==> config.mk <==
export PLATFORM = sky130hd
export DESIGN_NAME = ddss_sense
export DESIGN_NICKNAME = d
export VERILOG_FILES = /design/src/ddss_pkg.sv /design/src/ddss_word_if.sv /design/src/ddss_word.sv /design/src/ddss_sense.sv
export VERILOG_INCLUDE_DIRS = /design/src
export SDC_FILE = /design/constraint.sdc
export NUM_CORES = 1
export LEC_CHECK = 0
export BUFFER_PORTS_ARGS = -buffer_cell sky130_fd_sc_hd__buf_2
export CELL_PAD_IN_SITES_DETAIL_PLACEMENT = 0
export CELL_PAD_IN_SITES_GLOBAL_PLACEMENT = 1
export CORE_MARGIN = 2
export CORE_UTILIZATION = 43
export DETAILED_ROUTE_END_ITERATION = 10
export PLACE_DENSITY_LB_ADDON = 0.1
export SLEW_MARGIN = 5
export SYNTH_ARGS = -nofsm -noshare
export SYNTH_HDL_FRONTEND = slang
export SYNTH_SLANG_ARGS = --single-unit
==> constraint.sdc <==
create_clock -name clk_sys -period 2.2 [get_ports clk_sys]
set_input_delay 0.11 -clock clk_sys [delete_from_list [all_inputs] [get_ports clk_sys]]
set_output_delay 0.11 -clock clk_sys [all_outputs]
set_load 0.01 [all_outputs]
==> src/ddss_defs.svh <==
// Purpose: constants for the drive status sense block
// Assumes: one selected drive reported at a time
// Notes: offsets, field positions and byte values
//
// Overview of operation
// - bit 15 set on fault, seek check, not-ready
// - bits 12-9 report disc type encoding
// - attention on seek end or post-End change
// - attention cleared by status read
// - bit 6 follows write protect notch
// - drive fault on not-ready after End or during transfer, or hardware failure
// - drive fault cleared by status read
// - first status on disc after power/door/test
// - first status cleared by status read
// - seek check on any of three seek failures
// - seek check cleared by status read
// - bits 1,0 encode drive readiness
// - no-drive state latched at power-on only
// - clean status gives zero error and jump
// - short read: poll re-enabled only by Untalk
// - over-read sends one byte 1 with EOI
// - logical address: cyl hi, cyl lo, head, sector
// - status-word condition gives error code 10011
`ifndef DDSS_DEFS_SVH
`define DDSS_DEFS_SVH
`define DDSS_BIT_ERR 15
`define DDSS_TYPE_LO 9
`define DDSS_BIT_ATTN 7
`define DDSS_BIT_WP 6
`define DDSS_BIT_FAULT 4
`define DDSS_BIT_FIRST 3
`define DDSS_BIT_SEEK 2
`define DDSS_RDY_READY 2'h0
`define DDSS_RDY_NODRIVE 2'h2
`define DDSS_RDY_NODISC 2'h3
`define DDSS_TYPE_EMPTY 4'h0
`define DDSS_ERR_NONE 5'h00
`define DDSS_ERR_STATUS 5'h13
`define DDSS_JUMP_NONE 8'h00
`define DDSS_EXTRA_BYTE 8'h01
`define DDSS_STAT_LEN 3'h4
`define DDSS_ADDR_LEN 3'h4
`endif

==> src/ddss_pkg.sv <==
// Purpose: types for the drive status sense block
// Assumes: nothing
// Notes: response kinds
package ddss_pkg;
   typedef enum logic [1:0] {
      DDSS_IDLE = 2'b00,
      DDSS_STAT = 2'b01,
      DDSS_ADDR = 2'b10,
      DDSS_OVER = 2'b11
   } ddss_resp_t;
endpackage : ddss_pkg

==> src/ddss_word_if.sv <==
// Purpose: carries the status word between the two modules
// Assumes: single clock
// Notes: read_clr pulses when the host takes the status
`timescale 1ns/1ps
interface ddss_word_if;
   logic [15:0] word;
   logic read_clr;
   modport prod (output word, input read_clr);
   modport cons (input word, output read_clr);
endinterface : ddss_word_if

==> src/ddss_word.sv <==
// Purpose: holds the sticky flags of the drive status word
// Assumes: event inputs are one-cycle pulses, synchronous
// Notes: a set in the read cycle wins over the clear
`timescale 1ns/1ps
`include "ddss_defs.svh"
module ddss_word
   import ddss_pkg::*;
(
   // clock and reset
   input wire logic clk_sys,
   input wire logic reset_n,
   // drive events
   input wire logic seek_done,
   input wire logic seek_fail,
   input wire logic end_rcvd,
   input wire logic drive_ready,
   input wire logic xfer_active,
   input wire logic hw_fail,
   input wire logic door_closed,
   input wire logic selftest_done,
   input wire logic drive_present,
   input wire logic disc_present,
   input wire logic write_prot,
   input wire logic [3:0] disc_type_field,
   // word out
   ddss_word_if.prod wif
);
   logic attn_r, fault_r, first_r, seek_r, after_end_r;
   logic nodrive_r, por_r, rdy_d_r, disc_d_r, wp_d_r;
   logic [3:0] type_d_r;
   logic [1:0] ready_code;
   logic changed, not_ready_edge;

   // -------------------------------------------------
   // readiness
   // -------------------------------------------------
   // strap-like capture in the first clocked cycle after reset
   always_ff @(posedge clk_sys or negedge reset_n) begin
      if (!reset_n) begin
         por_r <= 1'b1;
         nodrive_r <= 1'b0;
      end else if (por_r) begin
         por_r <= 1'b0;
         nodrive_r <= !drive_present;
      end
   end

   always_comb begin
      if (nodrive_r)
         ready_code = `DDSS_RDY_NODRIVE;
      else if (!disc_present)
         ready_code = `DDSS_RDY_NODISC;
      else
         ready_code = `DDSS_RDY_READY;
   end

   always_ff @(posedge clk_sys or negedge reset_n) begin
      if (!reset_n) begin
         rdy_d_r <= 1'b0;
         disc_d_r <= 1'b0;
         wp_d_r <= 1'b0;
         type_d_r <= `DDSS_TYPE_EMPTY;
         after_end_r <= 1'b0;
      end else begin
         rdy_d_r <= drive_ready;
         disc_d_r <= disc_present;
         wp_d_r <= write_prot;
         type_d_r <= disc_type_field;
         if (end_rcvd)
            after_end_r <= 1'b1;
      end
   end

   assign not_ready_edge = rdy_d_r && !drive_ready;
   assign changed = (disc_d_r != disc_present) || (wp_d_r != write_prot)
                    || (type_d_r != disc_type_field);

   // -------------------------------------------------
   // sticky flags
   // -------------------------------------------------
   always_ff @(posedge clk_sys or negedge reset_n) begin
      if (!reset_n)
         attn_r <= 1'b0;
      else if (seek_done || seek_fail || (after_end_r && changed))
         attn_r <= 1'b1;
      else if (wif.read_clr)
         attn_r <= 1'b0;
   end

   always_ff @(posedge clk_sys or negedge reset_n) begin
      if (!reset_n)
         fault_r <= 1'b0;
      else if ((not_ready_edge && (after_end_r || xfer_active)) || hw_fail)
         fault_r <= 1'b1;
      else if (wif.read_clr)
         fault_r <= 1'b0;
   end

   // power-on counts as the first cycle after reset
   always_ff @(posedge clk_sys or negedge reset_n) begin
      if (!reset_n)
         first_r <= 1'b0;
      else if (disc_present && (por_r || door_closed || selftest_done))
         first_r <= 1'b1;
      else if (wif.read_clr)
         first_r <= 1'b0;
   end

   always_ff @(posedge clk_sys or negedge reset_n) begin
      if (!reset_n)
         seek_r <= 1'b0;
      else if (seek_fail)
         seek_r <= 1'b1;
      else if (wif.read_clr)
         seek_r <= 1'b0;
   end

   always_comb begin
      wif.word = 16'h0000;
      wif.word[`DDSS_BIT_ERR] = fault_r || seek_r
                                || (ready_code != `DDSS_RDY_READY);
      wif.word[`DDSS_TYPE_LO +: 4] = disc_type_field;
      wif.word[`DDSS_BIT_ATTN] = attn_r;
      wif.word[`DDSS_BIT_WP] = write_prot;
      wif.word[`DDSS_BIT_FAULT] = fault_r;
      wif.word[`DDSS_BIT_FIRST] = first_r;
      wif.word[`DDSS_BIT_SEEK] = seek_r;
      wif.word[1:0] = ready_code;
   end
endmodule : ddss_word

==> src/ddss_sense.sv <==
// Purpose: answers status and logical address sense requests
// Assumes: host handshake via byte_req pulses; untalk is a pulse
// Notes: status reply is error code, jump byte, word high, word low
`timescale 1ns/1ps
`include "ddss_defs.svh"
module ddss_sense
   import ddss_pkg::*;
(
   // clock and reset
   input wire logic clk_sys,
   input wire logic reset_n,
   // drive events
   input wire logic seek_done,
   input wire logic seek_fail,
   input wire logic end_rcvd,
   input wire logic drive_ready,
   input wire logic xfer_active,
   input wire logic hw_fail,
   input wire logic door_closed,
   input wire logic selftest_done,
   input wire logic drive_present,
   input wire logic disc_present,
   input wire logic write_prot,
   input wire logic [3:0] disc_type_field,
   // target address
   input wire logic [15:0] target_cyl,
   input wire logic [7:0] target_head,
   input wire logic [7:0] target_sector,
   // drive operation outcome
   input wire logic op_blocked,
   // host requests
   input wire logic req_status,
   input wire logic req_addr,
   input wire logic byte_req,
   input wire logic untalk,
   // host answers
   output logic [7:0] byte_out,
   output logic byte_valid,
   output logic eoi,
   output logic ppoll_en,
   output logic [4:0] primary_error_code,
   output logic [7:0] jump_byte,
   output logic [15:0] status_word
);
   ddss_word_if wif ();
   ddss_resp_t mode_r, mode_nxt;
   logic [2:0] idx_r;
   logic [31:0] frame_r;
   logic [7:0] byte_out_r;
   logic byte_valid_r, eoi_r, ppoll_r, clr_r;
   logic [4:0] err_r;
   logic [7:0] jump_r;
   logic [15:0] word_r;
   logic last;

   ddss_word u_word (
      .clk_sys(clk_sys),
      .reset_n(reset_n),
      .seek_done(seek_done),
      .seek_fail(seek_fail),
      .end_rcvd(end_rcvd),
      .drive_ready(drive_ready),
      .xfer_active(xfer_active),
      .hw_fail(hw_fail),
      .door_closed(door_closed),
      .selftest_done(selftest_done),
      .drive_present(drive_present),
      .disc_present(disc_present),
      .write_prot(write_prot),
      .disc_type_field(disc_type_field),
      .wif(wif)
   );

   assign wif.read_clr = clr_r;
   assign last = (idx_r == `DDSS_STAT_LEN - 3'h1);

   // -------------------------------------------------
   // response sequencer
   // -------------------------------------------------
   always_comb begin
      mode_nxt = mode_r;
      case (mode_r)
         DDSS_IDLE: begin
            if (req_status)
               mode_nxt = DDSS_STAT;
            else if (req_addr)
               mode_nxt = DDSS_ADDR;
         end
         DDSS_STAT, DDSS_ADDR: begin
            if (untalk)
               mode_nxt = DDSS_IDLE;
            else if (byte_req && last)
               mode_nxt = DDSS_OVER;
         end
         DDSS_OVER: begin
            if (untalk || byte_req)
               mode_nxt = DDSS_IDLE;
         end
         default: mode_nxt = DDSS_IDLE;
      endcase
   end

   always_ff @(posedge clk_sys or negedge reset_n) begin
      if (!reset_n)
         mode_r <= DDSS_IDLE;
      else
         mode_r <= mode_nxt;
   end

   // reply frame is frozen at request so bytes stay coherent
   always_ff @(posedge clk_sys or negedge reset_n) begin
      if (!reset_n) begin
         frame_r <= 32'h0000_0000;
         idx_r <= 3'h0;
      end else if (mode_r == DDSS_IDLE && req_status) begin
         frame_r <= {3'h0, `DDSS_ERR_NONE, `DDSS_JUMP_NONE,
                     wif.word};
         idx_r <= 3'h0;
      end else if (mode_r == DDSS_IDLE && req_addr) begin
         frame_r <= {target_cyl, target_head, target_sector};
         idx_r <= 3'h0;
      end else if (byte_req && mode_r != DDSS_IDLE && !last) begin
         idx_r <= idx_r + 3'h1;
      end
   end

   // status flags clear once the status has been taken
   always_ff @(posedge clk_sys or negedge reset_n) begin
      if (!reset_n)
         clr_r <= 1'b0;
      else
         clr_r <= (mode_r == DDSS_IDLE) && req_status;
   end

   always_ff @(posedge clk_sys or negedge reset_n) begin
      if (!reset_n) begin
         byte_out_r <= 8'h00;
         byte_valid_r <= 1'b0;
         eoi_r <= 1'b0;
      end else begin
         byte_valid_r <= 1'b0;
         eoi_r <= 1'b0;
         if (byte_req && (mode_r == DDSS_STAT || mode_r == DDSS_ADDR)) begin
            byte_valid_r <= 1'b1;
            byte_out_r <= frame_r[(5'd24 - {idx_r[1:0], 3'h0}) +: 8];
            eoi_r <= last;
         end else if (byte_req && mode_r == DDSS_OVER) begin
            byte_valid_r <= 1'b1;
            byte_out_r <= `DDSS_EXTRA_BYTE;
            eoi_r <= 1'b1;
         end
      end
   end

   // poll stays off during a reply; a short read waits for untalk
   always_ff @(posedge clk_sys or negedge reset_n) begin
      if (!reset_n)
         ppoll_r <= 1'b1;
      else if (mode_r == DDSS_IDLE && (req_status || req_addr))
         ppoll_r <= 1'b0;
      else if (untalk && mode_r != DDSS_IDLE)
         ppoll_r <= 1'b1;
      else if (mode_r == DDSS_OVER && byte_req)
         ppoll_r <= 1'b1;
   end

   always_ff @(posedge clk_sys or negedge reset_n) begin
      if (!reset_n) begin
         err_r <= `DDSS_ERR_NONE;
         jump_r <= `DDSS_JUMP_NONE;
         word_r <= 16'h0000;
      end else begin
         word_r <= wif.word;
         if (op_blocked && wif.word[`DDSS_BIT_ERR])
            err_r <= `DDSS_ERR_STATUS;
         else if (mode_r == DDSS_IDLE && req_status) begin
            err_r <= `DDSS_ERR_NONE;
            jump_r <= `DDSS_JUMP_NONE;
         end
      end
   end

   assign byte_out = byte_out_r;
   assign byte_valid = byte_valid_r;
   assign eoi = eoi_r;
   assign ppoll_en = ppoll_r;
   assign primary_error_code = err_r;
   assign jump_byte = jump_r;
   assign status_word = word_r;
endmodule : ddss_sense

## Yosys cells after proc, flatten, opt, wreduce, memory -nomap -nowiden

Index checks and enable logic that the tools add are counted.

| storage, ports and cells | value |
|---|---|
| register bits after elaboration | 80 |
| logic and storage cells | 106 |
| bits of input ports | 54 |
| output and inout bits | 40 |

| operators by class | value |
|---|---|
| shift operators | 1 |
| add/subtract/negate cells | 2 |
| reduce and logical (&&, ||, !) cells | 44 |
| equality and inequality tests | 10 |
| multiplexer cells | 28 |

Operators with widths:

| cell | count |
|---|---|
| 32-bit 2-to-1 mux | 2 |
| 32-bit by 6-bit indexed part select with 8-bit output | 1 |
| 2-bit nonzero test | 9 |
| 8-bit 2-to-1 mux | 2 |
| 1-bit logical AND | 14 |
| 2-bit 2-to-1 mux | 7 |
| 1-bit logical OR | 13 |
| 1-bit 2-to-1 mux | 11 |
| 5-bit 2-to-1 mux | 2 |
| 3-bit 2-to-1 mux | 3 |
| 3-bit != test, second input constant | 2 |
| 2-bit case mux with 3 select lines | 1 |
| 3-bit nonzero test | 2 |
| 5-bit subtractor, first input constant | 1 |
| 2-bit == test, second input constant | 2 |
| 4-bit != test | 1 |
| 3-bit by 1-bit adder with 3-bit output, second input constant | 1 |
| 3-bit by 2-bit == test with 1-bit output, second input constant | 1 |
| 1-bit zero test | 3 |
| 3-bit AND reduction | 1 |
| 2-bit by 1-bit == test with 1-bit output, second input constant | 1 |
| 2-bit zero test | 1 |
| 1-bit != test | 2 |
| 2-bit != test, second input constant | 1 |
| 2-bit OR reduction | 1 |

## Logic depth before layout (Yosys ltp)

Gate-level depths: netlist of the first run.

| logic depth | value |
|---|---|
| depth in word-level cells | 6 |
| depth in mapped cells | 8 |
| mapped depth without buffers | 5 |

## By module

Synthesis of the first run repeated with hierarchy kept, for this count alone.

| second synthesis, totals | value |
|---|---|
| cells, all modules | 271 |
| area, all modules | 3525.9 um^2 |

Modules (own cells, without submodules):

| module | area an instance (um^2) | cells an instance | seq. area each (um^2) | times used |
|---|---|---|---|---|
| ddss_sense | 2899.0 | 218 | 1652.8 | 1 |
| ddss_word | 626.9 | 53 | 351.6 | 1 |

## Worst setup path after synthesis of the first run

Ideal clock, no wire load.

| timing path | value |
|---|---|
| path kind | reg-to-reg |
| start | reg mode_r[0] |
| end | reg byte_out_r[0], in the netlist byte_out[0] |
| library setup time | 0.121 ns |
| setup slack | 0.673 ns |
| path buffers | 1 |
| data arrival time | 1.406 ns |
| data required time | 2.079 ns |
| stages on the path, launching flop included | 7 |
| period minus slack after synthesis | 1.527 ns |
| cell sequence | dfrtp_1 -> inv_1 -> ha_1 -> buf_4 -> o21ai_2 -> inv_1 -> o22a_1 |

| on the way | value |
|---|---|
| word-level cells in the longest chain between the ends | 4 |
| elaborated cells on any way between the ends | 8 |
| classes of those cells | eq/ne: 3; mux: 1; reduce/logical: 4 |

Ends and longest elaborated chain:

| element | line | source |
|---|---|---|
| from (decl) | ddss_sense.sv:46 | `ddss_resp_t mode_r, mode_nxt;` |
| from (signal assigned) | ddss_sense.sv:107 | `mode_r <= mode_nxt;` |
| 2-bit by 1-bit == test with 1-bit output or 2-bit == test (tied branches) | ddss_sense.sv:143 | `if (byte_req && (mode_r == DDSS_STAT \|\| mode_r == DDSS_ADDR)) begin` |
| 1-bit logical OR | ddss_sense.sv:143 |  |
| 1-bit logical AND | ddss_sense.sv:143 |  |
| 8-bit 2-to-1 mux or 2-bit nonzero test (tied branches) | n/a |  |
| to (signal assigned) | ddss_sense.sv:145 | `byte_out_r <= frame_r[(5'd24 - {idx_r[1:0], 3'h0}) +: 8];` |
| to (signal assigned) | ddss_sense.sv:149 | `` byte_out_r <= `DDSS_EXTRA_BYTE; `` |
| to (decl) | ddss_sense.sv:49 | `logic [7:0] byte_out_r;` |

Several ways; a longest one is shown, not always the timed one.
A chain may end at the register's enable or synchronous reset.

## Worst setup path in the final report of the first run

| timing path | value |
|---|---|
| start | reg mode_r[0] |
| end | reg mode_r[1] |

| on the way | value |
|---|---|
| word-level cells in the longest chain between the ends | 4 |
| elaborated cells on any way between the ends | 10 |
| classes of those cells | eq/ne: 6; mux: 1; reduce/logical: 3 |

Ends and longest elaborated chain:

| element | line | source |
|---|---|---|
| 2-bit by 1-bit == test with 1-bit output or 2-bit == test (tied branches) | ddss_sense.sv:82 | `case (mode_r)` |
| 2-bit OR reduction | ddss_sense.sv:82 |  |
| 3-bit != test (no line) | n/a |  |
| 3-bit AND reduction (no line) | n/a |  |

Several ways; a longest one is shown, not always the timed one.

==> impl_metrics.xml, run 1 <==
<?xml version="1.0" encoding="UTF-8"?>
<metrics>
  <group name="timing">
    <metric name="grt_setup_unrepaired" unit="">false</metric>
    <metric name="clock_skew" unit="ns">0.00661</metric>
    <metric name="finalSetupTns" unit="ns">0</metric>
    <metric name="final-setup-viol-count" unit="">0</metric>
    <metric name="number_of_pins_exceeding_their_max_slew_limit_in_the_final_report" unit="">0</metric>
    <metric name="finalHoldViolations" unit="">0</metric>
    <metric name="fin_crit_sh" unit="%">81.0</metric>
    <metric name="worst_pin_slew" unit="ns">1.10</metric>
    <metric name="fin_crit" unit="ns">1.78</metric>
    <metric name="maxClockFrequency" unit="MHz">561</metric>
    <metric name="timing.hold.ws" unit="ns">0.00751</metric>
    <metric name="maxSlewHeadroom" unit="%">26.5</metric>
  </group>
  <group name="run">
    <metric name="max-cap-violations" unit="">0</metric>
  </group>
  <group name="synthesis">
    <metric name="yosysTopAreaCellShare" unit="%">55.9</metric>
    <metric name="ys_ff_latch" unit="">71</metric>
    <metric name="synth.most_common_cell" unit="">dfrtp_1</metric>
    <metric name="yosys_warnings" unit="">0</metric>
    <metric name="leading_cell_types_by_count_after_synthesis" unit="">dfrtp_1, a22o_1, buf_4</metric>
    <metric name="synth_edf_count" unit="">0</metric>
    <metric name="synth.avg_cell_area" unit="sq um">12.8</metric>
    <metric name="ys_seq_area_share" unit="%">57.6</metric>
    <metric name="netlist_top_cells_area" unit="">dfrtp_1, a22o_1, mux4_2</metric>
    <metric name="postSynthCellCount" unit="">241</metric>
    <metric name="synthesis.area" unit="sq mm">0.00309</metric>
    <metric name="synth-main-ff-cell" unit="">dfrtp_1</metric>
    <metric name="yosys.area.top_type" unit="">dfrtp_1</metric>
    <metric name="synth-async-reset-ratio" unit="%">100</metric>
    <metric name="synth_cell_types" unit="">41</metric>
  </group>
  <group name="clock_network">
    <metric name="cts.sink_count" unit="">71</metric>
    <metric name="number_of_buffers_inserted_during_clock_tree_synthesis" unit="">9</metric>
    <metric name="cts.path.max_buffers" unit="">2</metric>
    <metric name="clock_tree.htree_level_count" unit="">3</metric>
    <metric name="clk_root_buffer_cell" unit="">clkbuf_8</metric>
    <metric name="clock_latency_late_sink" unit="ns">0.34</metric>
    <metric name="ctsHoldBuffers" unit="">28</metric>
    <metric name="clkTransAtPathRegs" unit="ns">0.07</metric>
    <metric name="cts.repair.resized" unit="">0</metric>
    <metric name="cts_tree" unit="">built</metric>
    <metric name="cts_setup_buffers" unit="">0</metric>
  </group>
  <group name="die">
    <metric name="die-area" unit="sq mm">0.00788</metric>
    <metric name="top_level_i_o_count" unit="">94</metric>
    <metric name="chipHeight" unit="um">88.8</metric>
    <metric name="initial_utilization" unit="%">45.0</metric>
    <metric name="die_width" unit="um">88.8</metric>
    <metric name="rows" unit="">30</metric>
    <metric name="core_area" unit="sq mm">0.00687</metric>
  </group>
  <group name="power">
    <metric name="share_seq_of_total_power" unit="%">43.9</metric>
    <metric name="combinational_fraction_of_design_power" unit="%">35.8</metric>
    <metric name="static-leakage-power" unit="nW">1.94</metric>
    <metric name="clock_power_share" unit="%">20.3</metric>
    <metric name="power_density" unit="mW/mm^2">1150</metric>
    <metric name="power.ir.vdd_worst" unit="uV">604</metric>
    <metric name="totalPowerFinal" unit="mW">4.56</metric>
    <metric name="internal_power" unit="mW">3.03</metric>
    <metric name="power_switching" unit="mW">1.53</metric>
    <metric name="sw_frac_of_total" unit="%">33.6</metric>
  </group>
  <group name="route">
    <metric name="wl_per_cell" unit="um">14.7</metric>
    <metric name="detail-route-antenna-nets" unit="">0</metric>
    <metric name="routed_wl" unit="mm">6.59</metric>
    <metric name="firstDrtPassIters" unit="">4</metric>
    <metric name="via_count" unit="">2204</metric>
    <metric name="post-route-drc-count" unit="">0</metric>
    <metric name="dr.first_iter.drc_count" unit="">123</metric>
    <metric name="routed_via_density" unit="">4.92</metric>
  </group>
  <group name="layout">
    <metric name="fin_nets" unit="">405</metric>
    <metric name="area.growth.synth_to_final" unit="%">28.3</metric>
    <metric name="post_route_cells_drive_above_1_share" unit="%">31.8</metric>
    <metric name="antennaDiodeCount" unit="">0</metric>
    <metric name="finish.instance_area" unit="sq mm">0.00397</metric>
  </group>
  <group name="grt">
    <metric name="grt_max_degree" unit="">49</metric>
    <metric name="groute.usage.overall" unit="%">17.8</metric>
    <metric name="grt-ovfl-total" unit="">0</metric>
    <metric name="grt_pass1_vias" unit="">2088</metric>
    <metric name="grt_pass1_wl" unit="mm">10.4</metric>
    <metric name="initial_antenna_violation_count" unit="">0</metric>
  </group>
  <group name="setup_path">
    <metric name="cp_data_arrival_time" unit="ns">2.01</metric>
    <metric name="setup.worst_path.class" unit="">reg2reg</metric>
    <metric name="regToRegSetupSlack" unit="ns">0.42</metric>
    <metric name="endpoint_kind" unit="">flip-flop</metric>
    <metric name="startpoint_type" unit="">flip-flop</metric>
    <metric name="path_max_fanout" unit="">13</metric>
    <metric name="required" unit="ns">2.43</metric>
  </group>
  <group name="placement">
    <metric name="post_dp_cell_area" unit="sq mm">0.00351</metric>
    <metric name="io_buffer_count" unit="">79</metric>
    <metric name="hpwl" unit="mm">4.53</metric>
    <metric name="gp_congestion" unit="">0.702</metric>
  </group>
  <group name="hold_path">
    <metric name="hold_class" unit="">in2reg</metric>
  </group>
  <group name="status">
    <metric name="outcome" unit="">finished, final reports clean</metric>
  </group>
</metrics>
sequential cells by signal, summed over array words and instances, names as in the netlist:
register and cells:
frame_r 32, ppoll_en 1, byte_valid 1, u_word.rdy_d_r 1, u_word.disc_d_r 1, byte_out 8, u_word.first_r 1, u_word.por_r 1
primary_error_code 1, u_word.after_end_r 1, clr_r 1, eoi 1, u_word.nodrive_r 1, idx_r 3, u_word.attn_r 1, status_word 9
u_word.fault_r 1, mode_r 2, u_word.seek_r 1, u_word.type_d_r 3
logic make-up after synthesis:
group / count (synthesis) / synth area share [%]
other: 1 / 0.121
AND/OR/NAND/NOR: 35 / 5.75
buffers and inverters: 40 / 7.81
flip-flops: 71 / 57.6
AO/OA/AOI/OAI: 63 / 15.3
multiplexers: 21 / 10.2
XOR/XNOR: 6 / 1.70
adder cells (fa/ha/maj): 4 / 1.62
stage by stage:
step / util (%) / instances / setup WS, ns
2_1_floorplan: - / 255 / 0.673
3_3_place_gp: 51.1 / 404 / 0.460
3_5_place_dp: 51.1 / 404 / 0.423
4_1_cts: 57.7 / 448 / 0.414
5_1_grt: 57.7 / 448 / 0.289
6_report: 57.7 / 448 / 0.419
placed cells by master, fill, tap and decap left out, types with 2 or more instances in the layout:
cell type / instances
a32o_1: 7
nand3_1: 5
conb_1: 15
buf_4: 3
nor2b_1: 2
a21oi_1: 5
dlygate4sd3_1: 28
inv_1: 10
ha_1: 4
dfrtp_1: 69
nand2b_1: 2
clkinv_2: 2
nand2_1: 15
mux2i_1: 13
xor2_1: 6
a22o_1: 22
o211ai_1: 2
nor2_1: 2
dfstp_2: 2
mux4_2: 7
clkbuf_1: 2
o21ai_0: 16
or2_2: 2
clkbuf_8: 11
buf_2: 79
a211o_1: 2
routing by layer:
metal / global-route usage, % / vias to the layer above / wire, um
li1: - / 1062 / -
met1: 25.4 / 1071 / 3110
met2: 25.8 / 64 / 3030
met3: 6.34 / 7 / 380
met4: 5.37 / 0 / 68
met5: 0 / - / 0
path summary, 6_finish.rpt:
check	start	end	depth (start not counted)
max in group asynchronous	reset_n	u_word.por_r	3
worst max register to register	mode_r[0]	mode_r[1]	5
min in group asynchronous	reset_n	eoi	2
worst min register to register	u_word.seek_r	status_word[2]	0
worst min-delay path	target_cyl[11]	frame_r[27]	2
worst max-delay path	mode_r[0]	mode_r[1]	5
layout make-up:
type / count / area [sq um]
clock buffers: 13 / 159
clock inverters: 3 / 17.5
fillers: 611 / 2900
inverters: 10 / 37.5
multi-input cells: 144 / 1130
flip-flops and latches: 71 / 1780
well taps: 96 / 120
repair buffers: 111 / 718
power by group through the flow:
stage	combinational (mW)	clock (mW)	sequential (mW)
after floorplan	1.20	0	2.01
after global routing	1.82	1.02	2.06
final	1.63	0.926	2.00
after CTS	1.66	0.958	2.01
after detailed placement	1.62	0	2.03
after global placement	1.60	0	2.01
worst max-delay path, cell delays in order, from the launching register on:
cell	delay, ns
dfrtp_1	0.38
inv_1	0.07
ha_1	0.48
o21bai_1	0.29
a21oi_1	0.12
o311a_1	0.33
(Power assumes the default switching activity.)
==> inputs of run 2 (changes only) <==
--- a/config.mk
+++ b/config.mk
@@ -10,7 +10,7 @@
 export CELL_PAD_IN_SITES_DETAIL_PLACEMENT = 0
 export CELL_PAD_IN_SITES_GLOBAL_PLACEMENT = 1
 export CORE_MARGIN = 2
-export CORE_UTILIZATION = 43
+export CORE_UTILIZATION = 36
 export DETAILED_ROUTE_END_ITERATION = 10
 export PLACE_DENSITY_LB_ADDON = 0.1
 export SLEW_MARGIN = 5
==> constraint.sdc (replaced) <==
create_clock -name clk_sys -period 1.55 [get_ports clk_sys]
set_input_delay 0.0775 -clock clk_sys [delete_from_list [all_inputs] [get_ports clk_sys]]
set_output_delay 0.0775 -clock clk_sys [all_outputs]
set_load 0.01 [all_outputs]
==> run 2 against run 1 <==
Sequential power up 42%; register-to-register slack worse by 0.36 ns; routed wire length up 5.4%; worst hold slack gained 0.029 ns; non-clock buffer count grew 16; combinational power increased by 67%; clock power up 51%; design area is 5.5% higher; cell count rose by 5.6%; core utilization fell by 7.1 points; largest cell class unchanged.
==> impl_metrics.xml, run 2 (synthesis results as in run 1) <==
<?xml version="1.0" encoding="UTF-8"?>
<metrics>
  <group name="route">
    <metric name="wl_per_cell" unit="um">14.7</metric>
    <metric name="routed_wl" unit="mm">6.95</metric>
    <metric name="firstDrtPassIters" unit="">4</metric>
    <metric name="routed_via_density" unit="">4.76</metric>
    <metric name="dr.first_iter.drc_count" unit="">100</metric>
    <metric name="detail-route-antenna-nets" unit="">0</metric>
    <metric name="post-route-drc-count" unit="">0</metric>
    <metric name="via_count" unit="">2251</metric>
  </group>
  <group name="die">
    <metric name="die_width" unit="um">96.7</metric>
    <metric name="chipHeight" unit="um">96.7</metric>
    <metric name="initial_utilization" unit="%">37.4</metric>
    <metric name="core_area" unit="sq mm">0.00826</metric>
    <metric name="die-area" unit="sq mm">0.00934</metric>
    <metric name="top_level_i_o_count" unit="">94</metric>
    <metric name="rows" unit="">33</metric>
  </group>
  <group name="layout">
    <metric name="area.sequential" unit="sq mm">0.00178</metric>
    <metric name="fillers" unit="">775</metric>
    <metric name="layout_common_cells" unit="">buf_2, dfrtp_1, dlygate4sd3_1</metric>
    <metric name="area.growth.synth_to_final" unit="%">35.3</metric>
    <metric name="mostFrequentLayoutCell" unit="">buf_2</metric>
    <metric name="antennaDiodeCount" unit="">0</metric>
    <metric name="multi_input_comb_area" unit="sq mm">0.00115</metric>
    <metric name="fin_nets" unit="">421</metric>
    <metric name="finish.instance_area" unit="sq mm">0.00418</metric>
    <metric name="largest_reg_flops" unit="">32</metric>
    <metric name="largest-register" unit="">frame_r</metric>
    <metric name="post_route_cells_drive_above_1_share" unit="%">33.7</metric>
  </group>
  <group name="grt">
    <metric name="grt_pass1_vias" unit="">2292</metric>
    <metric name="initial_antenna_violation_count" unit="">0</metric>
    <metric name="grt_pass1_wl" unit="mm">11.5</metric>
    <metric name="groute.usage.overall" unit="%">15.5</metric>
    <metric name="grt-ovfl-total" unit="">0</metric>
    <metric name="grt_max_degree" unit="">41</metric>
  </group>
  <group name="clock_network">
    <metric name="clkTransAtPathRegs" unit="ns">0.07</metric>
    <metric name="cts.sink_count" unit="">71</metric>
    <metric name="clock_latency_late_sink" unit="ns">0.34</metric>
    <metric name="cts.path.max_buffers" unit="">2</metric>
    <metric name="clk_root_buffer_cell" unit="">clkbuf_8</metric>
    <metric name="cts_tree" unit="">built</metric>
    <metric name="number_of_buffers_inserted_during_clock_tree_synthesis" unit="">9</metric>
    <metric name="clock_tree.htree_level_count" unit="">3</metric>
  </group>
  <group name="setup_path">
    <metric name="reg2reg_from" unit="">idx_r[0]</metric>
    <metric name="path_max_fanout" unit="">10</metric>
    <metric name="setup.worst_path.class" unit="">reg2reg</metric>
    <metric name="regToRegSetupSlack" unit="ns">0.06</metric>
    <metric name="critical_path.max_stage_delay" unit="ns">0.54</metric>
    <metric name="endpoint_kind" unit="">flip-flop</metric>
    <metric name="cpMaxStageDelayCell" unit="">mux4_2</metric>
    <metric name="path_delay_family" unit="">multiplexers</metric>
    <metric name="startpoint_type" unit="">flip-flop</metric>
    <metric name="worst-path-buf-inv" unit="">1</metric>
    <metric name="crit_path_cell_trace" unit="">buf_4 &gt; mux4_2 &gt; a32o_1</metric>
    <metric name="r2r.worst_path.cells" unit="">3</metric>
    <metric name="r2r_end" unit="">byte_out[3]</metric>
    <metric name="cp_data_arrival_time" unit="ns">1.72</metric>
    <metric name="required" unit="ns">1.77</metric>
  </group>
  <group name="power">
    <metric name="static-leakage-power" unit="nW">2.02</metric>
    <metric name="sw_frac_of_total" unit="%">32.9</metric>
    <metric name="power_density" unit="mW/mm^2">1670</metric>
    <metric name="power_switching" unit="mW">2.30</metric>
    <metric name="clock_power_share" unit="%">20.1</metric>
    <metric name="power.ir.vdd_worst" unit="uV">605</metric>
    <metric name="combinational_fraction_of_design_power" unit="%">39.2</metric>
    <metric name="internal_power" unit="mW">4.67</metric>
    <metric name="share_seq_of_total_power" unit="%">40.7</metric>
  </group>
  <group name="timing">
    <metric name="maxClockFrequency" unit="MHz">670</metric>
    <metric name="fin_crit_sh" unit="%">96.3</metric>
    <metric name="grt_setup_unrepaired" unit="">false</metric>
    <metric name="finalHoldViolations" unit="">0</metric>
    <metric name="fin_crit" unit="ns">1.49</metric>
    <metric name="number_of_pins_exceeding_their_max_slew_limit_in_the_final_report" unit="">0</metric>
    <metric name="final-setup-viol-count" unit="">0</metric>
    <metric name="setup_ws" unit="ns">0.0566</metric>
    <metric name="clock_skew" unit="ns">0.00645</metric>
  </group>
  <group name="hold_path">
    <metric name="timing.hold.worst_endpoint" unit="">u_word.first_r</metric>
    <metric name="hold_start" unit="">selftest_done</metric>
    <metric name="hold-path-cell-count" unit="">3</metric>
    <metric name="hold_class" unit="">in2reg</metric>
  </group>
  <group name="placement">
    <metric name="post_dp_cell_area" unit="sq mm">0.00363</metric>
    <metric name="hpwl" unit="mm">4.80</metric>
    <metric name="io_buffer_count" unit="">79</metric>
    <metric name="dp_slack" unit="ns">-0.0303</metric>
    <metric name="gp_congestion" unit="">0.724</metric>
  </group>
  <group name="status">
    <metric name="outcome" unit="">finished, final reports clean</metric>
  </group>
  <group name="run">
    <metric name="max-cap-violations" unit="">0</metric>
  </group>
</metrics>
==> run 2: cell count changes in the layout (fill, tap and decap cells not counted), sizes merged <==
cell	change
buf	+10
bufinv	+1
clkbuf	-1
dlygate4sd3	+6
==> run 2: through the flow <==
step	utilization [%]	setup TNS (ns)	hold slack (ns)	cells	power (mW)
2_1_floorplan	-	0	-0.218	255	4.57
3_3_place_gp	44.0	0	0.0553	423	5.43
3_5_place_dp	44.0	-0.0824	0.0570	423	5.46
4_1_cts	50.4	0	0.0226	473	6.97
5_1_grt	50.7	0	0.0220	473	7.47
6_report	50.7	0	0.0366	473	6.97
==> run 2: worst register-to-register path, stage by stage, from the launching register on <==
cell	delay, ns
dfrtp_1	0.36
buf_4	0.22
mux4_2	0.54
a32o_1	0.27
==> run 2: worst max-delay path by stage <==
stage	start	end	slack [ns]	cells after the start
CTS	mode_r[0]	mode_r[1]	0.005	5
floorplan	mode_r[0]	byte_out[0]	0.02	6
finish	idx_r[0]	byte_out[3]	0.06	3
global route	idx_r[0]	byte_out[4]	0.004	3
global placement	idx_r[0]	idx_r[0]	0.004	5
detailed placement	idx_r[0]	idx_r[0]	-0.03	5
==> run 2: area by class of cell <==
type,instances,area share (%)
Clock buffer,12,3.23
Clock inverter,4,1.14
Inverter,10,0.897
Multi-Input combinational cell,144,27.6
Sequential cell,71,42.5
Tap cell,105,3.14
Timing Repair Buffer,127,21.4
==> run 2: power by group through the flow <==
stage	Sequential, mW	Combinational [mW]	Clock [mW]
after floorplan	2.86	1.71	0
after global placement	2.86	2.57	0
after detailed placement	2.87	2.59	0
after CTS	2.84	2.67	1.47
after global routing	2.91	3.03	1.53
final	2.83	2.73	1.40
==> run 2: routing by layer <==
layer | vias up | share of wire, % | GRT usage [%]
met5 | - | 0 | 0
met4 | 0 | 0.60 | 3.58
met3 | 4 | 5.8 | 5.49
met2 | 70 | 47 | 23.7
met1 | 1091 | 47 | 21.4
li1 | 1086 | - | -
==> run 2: timing repair <==
| item | in CTS | in global routing |
|---|---|---|
| pin swaps | 1 | 1 |
| hold buffers | 34 | 0 |
| endpoints found under the setup margin | 4 | 35 |
| gates resized for setup | 1 | 5 |
| hold endpoints to repair | 62 | 0 |
| setup buffers | 0 | 0 |
